File: config.mk
export PLATFORM = sky130hd
export DESIGN_NAME = clmne_exec
export DESIGN_NICKNAME = d
export VERILOG_FILES = /design/src/hw/clmne_pkg.sv /design/src/hw/clmne_decode.sv /design/src/hw/clmne_mult.sv /design/src/hw/clmne_exec.sv
export VERILOG_INCLUDE_DIRS = /design/src /design/src/hw
export SDC_FILE = /design/constraint.sdc
export NUM_CORES = 1
export LEC_CHECK = 0
export ABC_CLOCK_PERIOD_IN_PS = 8300
export BUFFER_PORTS_ARGS = -buffer_cell sky130_fd_sc_hd__buf_2
export CORE_MARGIN = 4
export CORE_UTILIZATION = 43
export DETAILED_ROUTE_END_ITERATION = 12
export GPL_TIMING_DRIVEN = 0
export PLACE_DENSITY = 0.61
export SETUP_SLACK_MARGIN = 0.4
export SYNTH_ARGS = -nofsm -noshare
export SYNTH_HDL_FRONTEND = slang
export SYNTH_HIERARCHICAL = 1
export SYNTH_SLANG_ARGS = --single-unit
File: constraint.sdc
create_clock -name ref_clk_i -period 8.3 [get_ports ref_clk_i]
set_input_delay 0 -clock ref_clk_i [delete_from_list [all_inputs] [get_ports ref_clk_i]]
set_output_delay 0 -clock ref_clk_i [all_outputs]
set_load 0.01 [all_outputs]
File: src/hw/clmne_params.svh
// constants for the code lookup, multiply and idle execution block
`ifndef CLMNE_PARAMS_SVH
`define CLMNE_PARAMS_SVH

// ************************************************************
// opcodes
// ************************************************************
`define CLMNE_OP_IDLE        8'h00
`define CLMNE_OP_LOAD_PC     8'h83
`define CLMNE_OP_LOAD_DP     8'h93
`define CLMNE_OP_PRODUCT     8'hA4

// ************************************************************
// machine cycle counts and timing
// ************************************************************
`define CLMNE_CYC_IDLE       3'd1
`define CLMNE_CYC_LOAD       3'd2
`define CLMNE_CYC_PRODUCT    3'd4
`define CLMNE_CLKS_PER_MC    4'd1

// ************************************************************
// reset values and byte limit
// ************************************************************
`define CLMNE_RST_BYTE       8'h00
`define CLMNE_RST_WORD       16'h0000
`define CLMNE_BYTE_MAX       16'h00FF

`endif

File: src/hw/clmne_pkg.sv
// types for the code lookup, multiply and idle execution block
package clmne_pkg;

  typedef enum logic [1:0] {
    CLMNE_K_NONE,
    CLMNE_K_IDLE,
    CLMNE_K_LOAD,
    CLMNE_K_PRODUCT
  } clmne_kind_e;

  typedef struct packed {
    logic [7:0]  acc;
    logic [7:0]  aux;
    logic [15:0] pc;
    logic [15:0] data_pointer;
    logic        carry;
    logic        product_exceeds_byte_flag;
  } clmne_arch_s;

  typedef struct packed {
    clmne_kind_e kind;
    logic        use_pc;
    logic [2:0]  cycles;
  } clmne_decode_s;

endpackage

File: src/hw/clmne_decode.sv
// opcode decoder for the three handled instructions
`timescale 1ns/10ps
`include "clmne_params.svh"
module clmne_decode (
  input  wire logic [7:0]            opcode_i,
  output clmne_pkg::clmne_decode_s   dec_o
);

  // ************************************************************
  // decode
  // ************************************************************
  always_comb begin
    dec_o        = '{kind: clmne_pkg::CLMNE_K_NONE, use_pc: 1'b0, cycles: 3'd0};
    unique case (opcode_i)
      `CLMNE_OP_LOAD_PC: begin
        dec_o = '{kind: clmne_pkg::CLMNE_K_LOAD, use_pc: 1'b1,
                  cycles: `CLMNE_CYC_LOAD};
      end
      `CLMNE_OP_LOAD_DP: begin
        dec_o = '{kind: clmne_pkg::CLMNE_K_LOAD, use_pc: 1'b0,
                  cycles: `CLMNE_CYC_LOAD};
      end
      `CLMNE_OP_PRODUCT: begin
        dec_o = '{kind: clmne_pkg::CLMNE_K_PRODUCT, use_pc: 1'b0,
                  cycles: `CLMNE_CYC_PRODUCT};
      end
      `CLMNE_OP_IDLE: begin
        dec_o = '{kind: clmne_pkg::CLMNE_K_IDLE, use_pc: 1'b0,
                  cycles: `CLMNE_CYC_IDLE};
      end
      default: begin
        dec_o = '{kind: clmne_pkg::CLMNE_K_NONE, use_pc: 1'b0, cycles: 3'd0};
      end
    endcase
  end

endmodule

File: src/hw/clmne_mult.sv
// combinational 8x8 unsigned product with one exceeds flag output
`timescale 1ns/10ps
`include "clmne_params.svh"
module clmne_mult (
  input  wire logic [7:0]  a_i,
  input  wire logic [7:0]  b_i,
  output logic      [15:0] product_o,
  output logic             exceeds_o
);

  // ************************************************************
  // product
  // ************************************************************
  always_comb begin
    product_o = 16'(a_i) * 16'(b_i);
    exceeds_o = (product_o > `CLMNE_BYTE_MAX);
  end

endmodule

File: src/hw/clmne_exec.sv
// execution unit for code table load, unsigned byte product and idle instruction
`timescale 1ns/10ps
`include "clmne_params.svh"
// ************************************************************
// Overview of operation
// - code_table_load reads one program byte at accumulator plus base into the accumulator.
// - with pc base the pc is first advanced past the opcode; data_pointer base is untouched.
// - the table address is a full 16-bit sum so low byte carry reaches the upper bits.
// - code_table_load changes no status flag.
// - opcode 8'h83 selects the pc based load, one byte long, two machine cycles.
// - unsigned_byte_product puts the low product byte in acc and the high byte in aux.
// - product_exceeds_byte_flag is set when the product is above 255, else cleared.
// - unsigned_byte_product always clears carry.
// - opcode 8'hA4 selects the product, one byte long, four machine cycles.
// - idle_instruction only advances the pc.
// - opcode 8'h00 is idle_instruction, one byte and one machine cycle.
// ************************************************************
module clmne_exec #(
  parameter int unsigned MC_CLKS = 1
) (
  input  wire logic                     ref_clk_i,
  input  wire logic                     nrst_i,
  input  wire logic                     issue_valid_i,
  input  wire logic [7:0]               issue_opcode_i,
  input  wire clmne_pkg::clmne_arch_s   arch_i,
  output logic                          issue_ready_o,
  output logic                          unknown_op_o,
  output logic                          code_rd_req_o,
  output logic      [15:0]              code_rd_addr_o,
  input  wire logic [7:0]               code_rd_data_i,
  output clmne_pkg::clmne_arch_s        arch_o,
  output logic                          arch_we_o,
  output logic                          busy_o
);

  typedef enum logic [1:0] {
    CLMNE_ST_IDLE,
    CLMNE_ST_RUN,
    CLMNE_ST_DONE
  } clmne_state_e;

  clmne_pkg::clmne_decode_s  dec;
  logic [15:0]               product;
  logic                      exceeds;

  clmne_state_e              state_q,   state_d;
  clmne_pkg::clmne_kind_e    kind_q,    kind_d;
  logic [2:0]                mc_left_q, mc_left_d;
  logic [7:0]                tick_q,    tick_d;
  clmne_pkg::clmne_arch_s    work_q,    work_d;
  clmne_pkg::clmne_arch_s    out_q,     out_d;
  logic                      we_q,      we_d;
  logic                      rd_q,      rd_d;
  logic [15:0]               addr_q,    addr_d;

  // ************************************************************
  // helpers
  // ************************************************************
  // zero extension keeps acc unsigned; full 16-bit sum wraps only at 64k
  function automatic logic [15:0] table_addr(input logic [7:0] acc, input logic [15:0] base);
    table_addr = 16'(base + {8'h00, acc});
  endfunction

  function automatic logic [15:0] pc_next(input logic [15:0] pc);
    pc_next = 16'(pc + 16'h0001);
  endfunction

  clmne_decode u_decode (
    .opcode_i (issue_opcode_i),
    .dec_o    (dec)
  );

  clmne_mult u_mult (
    .a_i       (work_q.acc),
    .b_i       (work_q.aux),
    .product_o (product),
    .exceeds_o (exceeds)
  );

  // ************************************************************
  // handshake
  // ************************************************************
  always_comb begin
    issue_ready_o = (state_q == CLMNE_ST_IDLE);
    unknown_op_o  = issue_valid_i && issue_ready_o &&
                    (dec.kind == clmne_pkg::CLMNE_K_NONE);
    busy_o        = (state_q != CLMNE_ST_IDLE);
  end

  // ************************************************************
  // sequencing and datapath next state
  // ************************************************************
  always_comb begin
    state_d   = state_q;
    kind_d    = kind_q;
    mc_left_d = mc_left_q;
    tick_d    = tick_q;
    work_d    = work_q;
    out_d     = out_q;
    we_d      = 1'b0;
    rd_d      = 1'b0;
    addr_d    = addr_q;
    unique case (state_q)
      CLMNE_ST_IDLE: begin
        if (issue_valid_i && (dec.kind != clmne_pkg::CLMNE_K_NONE)) begin
          kind_d    = dec.kind;
          mc_left_d = dec.cycles;
          tick_d    = 8'(MC_CLKS - 1);
          work_d    = arch_i;
          // every handled opcode is one byte long
          work_d.pc = pc_next(arch_i.pc);
          state_d   = CLMNE_ST_RUN;
          if (dec.kind == clmne_pkg::CLMNE_K_LOAD) begin
            // pc base uses the advanced pc, data_pointer is only read
            addr_d = dec.use_pc ? table_addr(arch_i.acc, pc_next(arch_i.pc))
                                : table_addr(arch_i.acc, arch_i.data_pointer);
            rd_d   = 1'b1;
          end
        end
      end
      CLMNE_ST_RUN: begin
        if (tick_q != 8'h00) begin
          tick_d = 8'(tick_q - 8'h01);
        end else begin
          tick_d    = 8'(MC_CLKS - 1);
          mc_left_d = 3'(mc_left_q - 3'd1);
          if (mc_left_q == 3'd1) begin
            state_d = CLMNE_ST_DONE;
            out_d   = work_q;
            we_d    = 1'b1;
            unique case (kind_q)
              clmne_pkg::CLMNE_K_LOAD: begin
                // flags pass through from the snapshot untouched
                out_d.acc = code_rd_data_i;
              end
              clmne_pkg::CLMNE_K_PRODUCT: begin
                out_d.acc                       = product[7:0];
                out_d.aux                       = product[15:8];
                out_d.product_exceeds_byte_flag = exceeds;
                out_d.carry                     = 1'b0;
              end
              default: begin
                out_d = work_q;
              end
            endcase
          end
        end
      end
      CLMNE_ST_DONE: begin
        state_d = CLMNE_ST_IDLE;
      end
      default: begin
        state_d = CLMNE_ST_IDLE;
      end
    endcase
  end

  always_ff @(posedge ref_clk_i) begin
    if (!nrst_i) begin
      state_q   <= CLMNE_ST_IDLE;
      kind_q    <= clmne_pkg::CLMNE_K_NONE;
      mc_left_q <= 3'd0;
      tick_q    <= 8'h00;
      work_q    <= '0;
      out_q     <= '0;
      we_q      <= 1'b0;
      rd_q      <= 1'b0;
      addr_q    <= `CLMNE_RST_WORD;
    end else begin
      state_q   <= state_d;
      kind_q    <= kind_d;
      mc_left_q <= mc_left_d;
      tick_q    <= tick_d;
      work_q    <= work_d;
      out_q     <= out_d;
      we_q      <= we_d;
      rd_q      <= rd_d;
      addr_q    <= addr_d;
    end
  end

  // ************************************************************
  // outputs
  // ************************************************************
  always_comb begin
    arch_o         = out_q;
    arch_we_o      = we_q;
    code_rd_req_o  = rd_q;
    code_rd_addr_o = addr_q;
  end

endmodule

# After elaboration in Yosys (flattened, before gate mapping)
# Index checks and enable logic that the tools add are counted.
# W data, S select, Z words.
# word_totals
elab_cells	75
output_inout_bits	71
in_bits	69
register_bits	133
# classes
addsub	5
n_reduce_logical	18
n_eq_ne	11
mul	1
bitwise	3
n_lt_le_gt_ge	1
n_mux	17
# ops
cell	count
$add A16 B8 Y16	2
$pmux W8 S2	2
$eq A8 B8 Y1 const B	3
$mux W8	3
$pmux W6 S4	1
$add A16 B1 Y16 const B	1
$gt A16 B8 Y1 const B	1
$mul A8 B8 Y16	1
$mux W16	1
$reduce_and A3 Y1	5
$logic_not A8 Y1	1
$mux W2	4
$reduce_bool A8 Y1	1
$sub A8 B1 Y8 const B	1
$eq A2 B2 Y1 const B	3
$mux W3	2
$pmux W3 S2	1
$reduce_bool A2 Y1	3
$logic_not A2 Y1	2
$ne A2 B2 Y1 const B	2
$pmux W2 S2	1
$reduce_and A2 Y1	2
$eq A3 B1 Y1 const B	1
$logic_and A1 B1 Y1	3
6 further kinds	9

# Longest topological paths before layout
# logic_depth
depth_word	6
ltp_mapped	19

# Modules after synthesis
# Netlist, hierarchy kept.
# modules_own_cells
mod	n_inst	cells_per_inst	area_each_um2	seq_area_each_um2
clmne_exec	1	757	5934.4	2662.6
clmne_mult	1	256	2234.6	0.0
clmne_decode	1	15	72.6	0.0

# Worst setup path after synthesis
# No wires, ideal clock.
# synth_timing
path_kind	register to register
start	register work_q[41] (netlist bit)
end	register out_q (netlist bit arch_o[0])
setup_slack_ps	3200
required_time_ps	8158
path_buffers	1
arrival_time_ps	4958
stages_incl_launch_ff	18
setup_time_ps	142
path_cell_list	dfxtp_1 > and2_1 > fa_1 > fa_1 > fa_1 > inv_1 > fa_1 > inv_1 > ha_1 > buf_6 > and3_4 > a221oi_2 > o22ai_2 > xnor2_1 > or4_1 > or4_1 > nand3_1 > a311oi_1
# synth_between
elab_chain_cells	3
# synth_lines
element	line_no	source
from (decl)	clmne_exec.sv:50	clmne_pkg::clmne_arch_s work_q, work_d;
from (signal assigned)	clmne_exec.sv:174	work_q <= work_d;
$mul A8 B8 Y16	clmne_mult.sv:15	product_o = 16'(a_i) * 16'(b_i);
via product[15]	clmne_exec.sv:43	logic [15:0] product;
$gt A16 B8 Y1 (no line)	-	
via exceeds	clmne_exec.sv:44	logic exceeds;
$mux W2	clmne_exec.sv:131	unique case (kind_q)
to (signal assigned)	clmne_exec.sv:175	out_q <= out_d;
to (decl)	clmne_exec.sv:51	clmne_pkg::clmne_arch_s out_q, out_d;
# The timed path passes the listed nets, and every way through them passes these cells.
# A chain may end at the register's enable or synchronous reset.

# Worst setup path after layout
# layout_timing
start	register work_q[39] (netlist bit)
end	register out_q (netlist bit arch_o[0])
# The elaborated chain is that of the path after synthesis.

==> metrics list <==
* Hold Crit Class: in2reg
* Total routing usage reported by global routing: 23.5%
- Worst Path Arrival: 5.87 ns
- Height of the die: 146 um
- Final count of pins violating max slew: 0
* Detailed-routing iteration count for the pre-antenna-repair pass: 5
* Diode insertion count for antenna repair: 0
* Multiplexer share of the synthesized area: 1.35%
* Number of setup violations in the final report: 0
- By startpoint and endpoint, the worst setup path is classified as reg2reg.
* Via count of the first global-routing pass: 7440
- Post-synthesis share of cell area spent on full adders, half adders and majority gates: 16.6%
- The flow ran to the end, and the final reports show no timing, DRC or antenna violations.
- Aggregate negative setup slack: 0 ns
* Drt drc: 0
- Detailed-placement wirelength estimate: 19300 um
- Worst VDD drop: 0.146 mV
* Number of standard cells in the layout, taps in and fillers out: 1472
- Nets: 1382
- In this run, the number of DRC markers left after iteration 0 of detailed routing was 580.
* Post-layout min period: 5.59 ns
* Worst Max-Slew Pin Slew: 0.861 ns
- Amount of wire on met2 after detailed routing: 10700 um
- Portion of the post-synthesis area used by sequential elements: 32.3%
- Counting flops with an async set or reset pin after synthesis yields a share of 0%.
- TritonCTS created 17 clock buffers.
- Final worst clock skew: 0.00798 ns
* Hold violation count in the final report: 0
- The floorplan step defined a die boundary enclosing 21400 um2.
- Total detailed-routing wirelength: 25000 um
- Buffers inserted by post-CTS timing repair: 0
* Hold_ws: 0.00438 ns
- Syn avg cell area: 8.02 um2
- CTS Root Cell: clkbuf_16
* Number of placed cells counting well taps: 1400
- TritonCTS built the clock tree.
* Synth Area in Compound Gates: 16.5%
- Dominant register cell in the synthesized netlist: dfxtp_1
- Share of post-route cells with drive strength above 1: 15.6%
- Post-detailed-route count of antenna-violating nets: 0
- Entering global routing, the biggest net connects 17 pins.
- Total power for the finished layout comes to 1480 uW.
* Highest layer used for signal routing: met4
* Top-level port count: 140
* Deepest level of the CTS H-tree: 4
- Worst setup EP type: register
- Data required time at the worst endpoint: 8.58 ns
- In this run the standard cell core region covers 18800 um2.
- The worst pin sits at a relative slew slack of 42.2%.
* RSZ-0062 raised after global routing: no
* Proportion of netlist area held by the largest area contributor: 32.3%
- Number of cells produced by synthesis: 1028
* Area taken by flip-flops and latches: 2660 um2
- Number of enable flip-flop cells after synthesis: 0
- Maximum clock path buffer count: 2
* Peak Freq: 0.179 GHz
- Across the run, the number of max-cap violations was 0.
* Yosys cell types: 67
* Post-synthesis share of cell area spent on xor and xnor gates: 4.02%
- Of the total synthesized cell area, the portion taken by AND, OR, NAND and NOR gates is 23.8%.
- During placement, the flow inserted port buffers numbering 138.
* Synth-to-Final Area Change: 23.7%
- Starting utilization of the core area: 43.9%
- During synthesis, Yosys emitted a total of 6 warnings.
- Synthesis produced a netlist with a net count of 1184.
- After clock tree synthesis, the clock-pin slew on the worst setup and hold paths is 0.06 ns.
- Drt wl/cell: 17.0 um
- The first global-routing pass estimated 40500 um of wire.
- Total routed wire length on the met1 layer: 12300 um
* Final Wtd Congestion: 0.938
- Using the TritonRoute via totals, the vias-per-cell ratio works out to 5.25.
- By area the synthesized netlist is led by dfxtp_1 32%, nand2_1 9.7%, fa_1 9.0%.
* Dominant combinational cell family by area after synthesis: simple AND/OR/NAND/NOR gates
- The largest total area in the synthesized netlist belongs to dfxtp_1.
- Initial antenna violation count: 0
* Largest fanout on the critical path: 10
* Clock latency of the later-clocked register in the worst-skew pair: 0.43 ns
- Total via count after detailed routing: 7725
- For this design, the sink count on the clock tree is 133.
- Dividing the final minimum period by the clock period gives 67.3%.
- Lkg Pwr: 0.00433 uW
- The worst register-to-register path has a setup slack of 2.71 ns.
* Metal3 WL: 1760 um
- Summing all multi-input logic gate instances after layout gives 5120 um2.
* Total overflow reported by the global router: 0
* Cell area after technology mapping: 8240 um2
- Horiz. Die Dim: 146 um
* Synth Register Bits: 133
* Count of fill cells added during filler insertion: 1826
* Ratio of total power to cell area: 146 nW/um2
* Cell Rows: 50
- Critical Path Source Type: register
-- registers in the layout, summed over array words and instances (netlist names) --
signal          count
arch_o             50
arch_we_o           1
work_q             50
code_rd_req_o       1
tick_q              8
kind_q              2
state_q             2
mc_left_q           3
code_rd_addr_o     16
-- logic make-up after synthesis --
family	after synthesis
multiplexers	11
flip-flops	133
AO/OA/AOI/OAI	218
XOR/XNOR	37
adder cells (fa/ha/maj)	87
AND/OR/NAND/NOR	427
buffers and inverters	115
-- cells in the mapped netlist, drive strengths merged (7+ instances only) --
library cell	instances
xor2	16
fa	37
a211oi	18
ha	50
nor2	79
buf	7
mux2i	10
a21o	9
a311oi	12
o21ai	16
o211ai	10
dfxtp	133
inv	61
a21oi	125
nand2	214
nand3	24
xnor2	21
nor3	12
clkbuf	46
and2	52
and3	7
-- metal layers --
layer,vias up,global-route usage (%)
met1,3623,35.7
met3,24,5.09
li1,3857,-
met4,0,4.61
met5,-,0
met2,221,34.5
-- final timing paths --
kind | from | to | depth (start not counted)
max reg2reg | work_q[39] | arch_o[0] | 17
min reg2reg | arch_o[4] | arch_o[4] | 2
min | issue_opcode_i[0] | mc_left_q[0] | 6
max | work_q[39] | arch_o[0] | 17
-- placed cells by master (no fill, tap or decap), drive strengths merged, types with 41 or more instances in the layout --
cell type,Yosys,final
and2,52,52
buf,7,145
dfxtp,133,133
nand2,214,214
nor2,79,79
a21oi,125,125
ha,50,50
dlygate4sd3,0,41
inv,61,61
clkbuf,46,68
-- worst max-delay path: stages, from the launching register on --
cell	delay, ns
dfxtp_1	0.57
and2_1	0.21
fa_1	0.44
fa_1	0.52
fa_1	0.55
inv_1	0.06
fa_1	0.52
inv_1	0.04
ha_1	0.29
buf_6	0.14
and3_4	0.18
a221oi_2	0.48
o22ai_2	0.12
xnor2_1	0.18
or4_1	0.50
or4_1	0.43
nand3_1	0.11
a311oi_1	0.09
-- cell type report --
class                   count  area share [%]
plain buffers              53            2.17
clock buffers              22            4.75
clock inverters             9           0.761
inverters                  62            2.28
multi-input cells         780            50.3
flip-flops and latches    133            26.1
well taps                 234            2.87
repair buffers            179            10.8
-- power breakdown --
part	switching (uW)	internal, uW
logic	67.5	51.5
registers	2.63	641
clock network	283	438
-- stage by stage --
step	worst slack (ns)	utilization, %	instance area (um2)
final	2.71	54.3	10200
after global routing	2.40	54.3	10200
after global placement	2.72	49.2	9230
after floorplan	3.20	-	8240
after CTS	2.69	54.3	10200
after detailed placement	2.71	49.2	9230
-- what timing repair did --
| action | CTS | global route |
|---|---|---|
| hold buffers | 41 | 0 |
| resized for setup | 0 | 0 |
| endpoints found under the hold margin | 41 | 0 |
No activity file was read; power rests on OpenSTA's default activity.
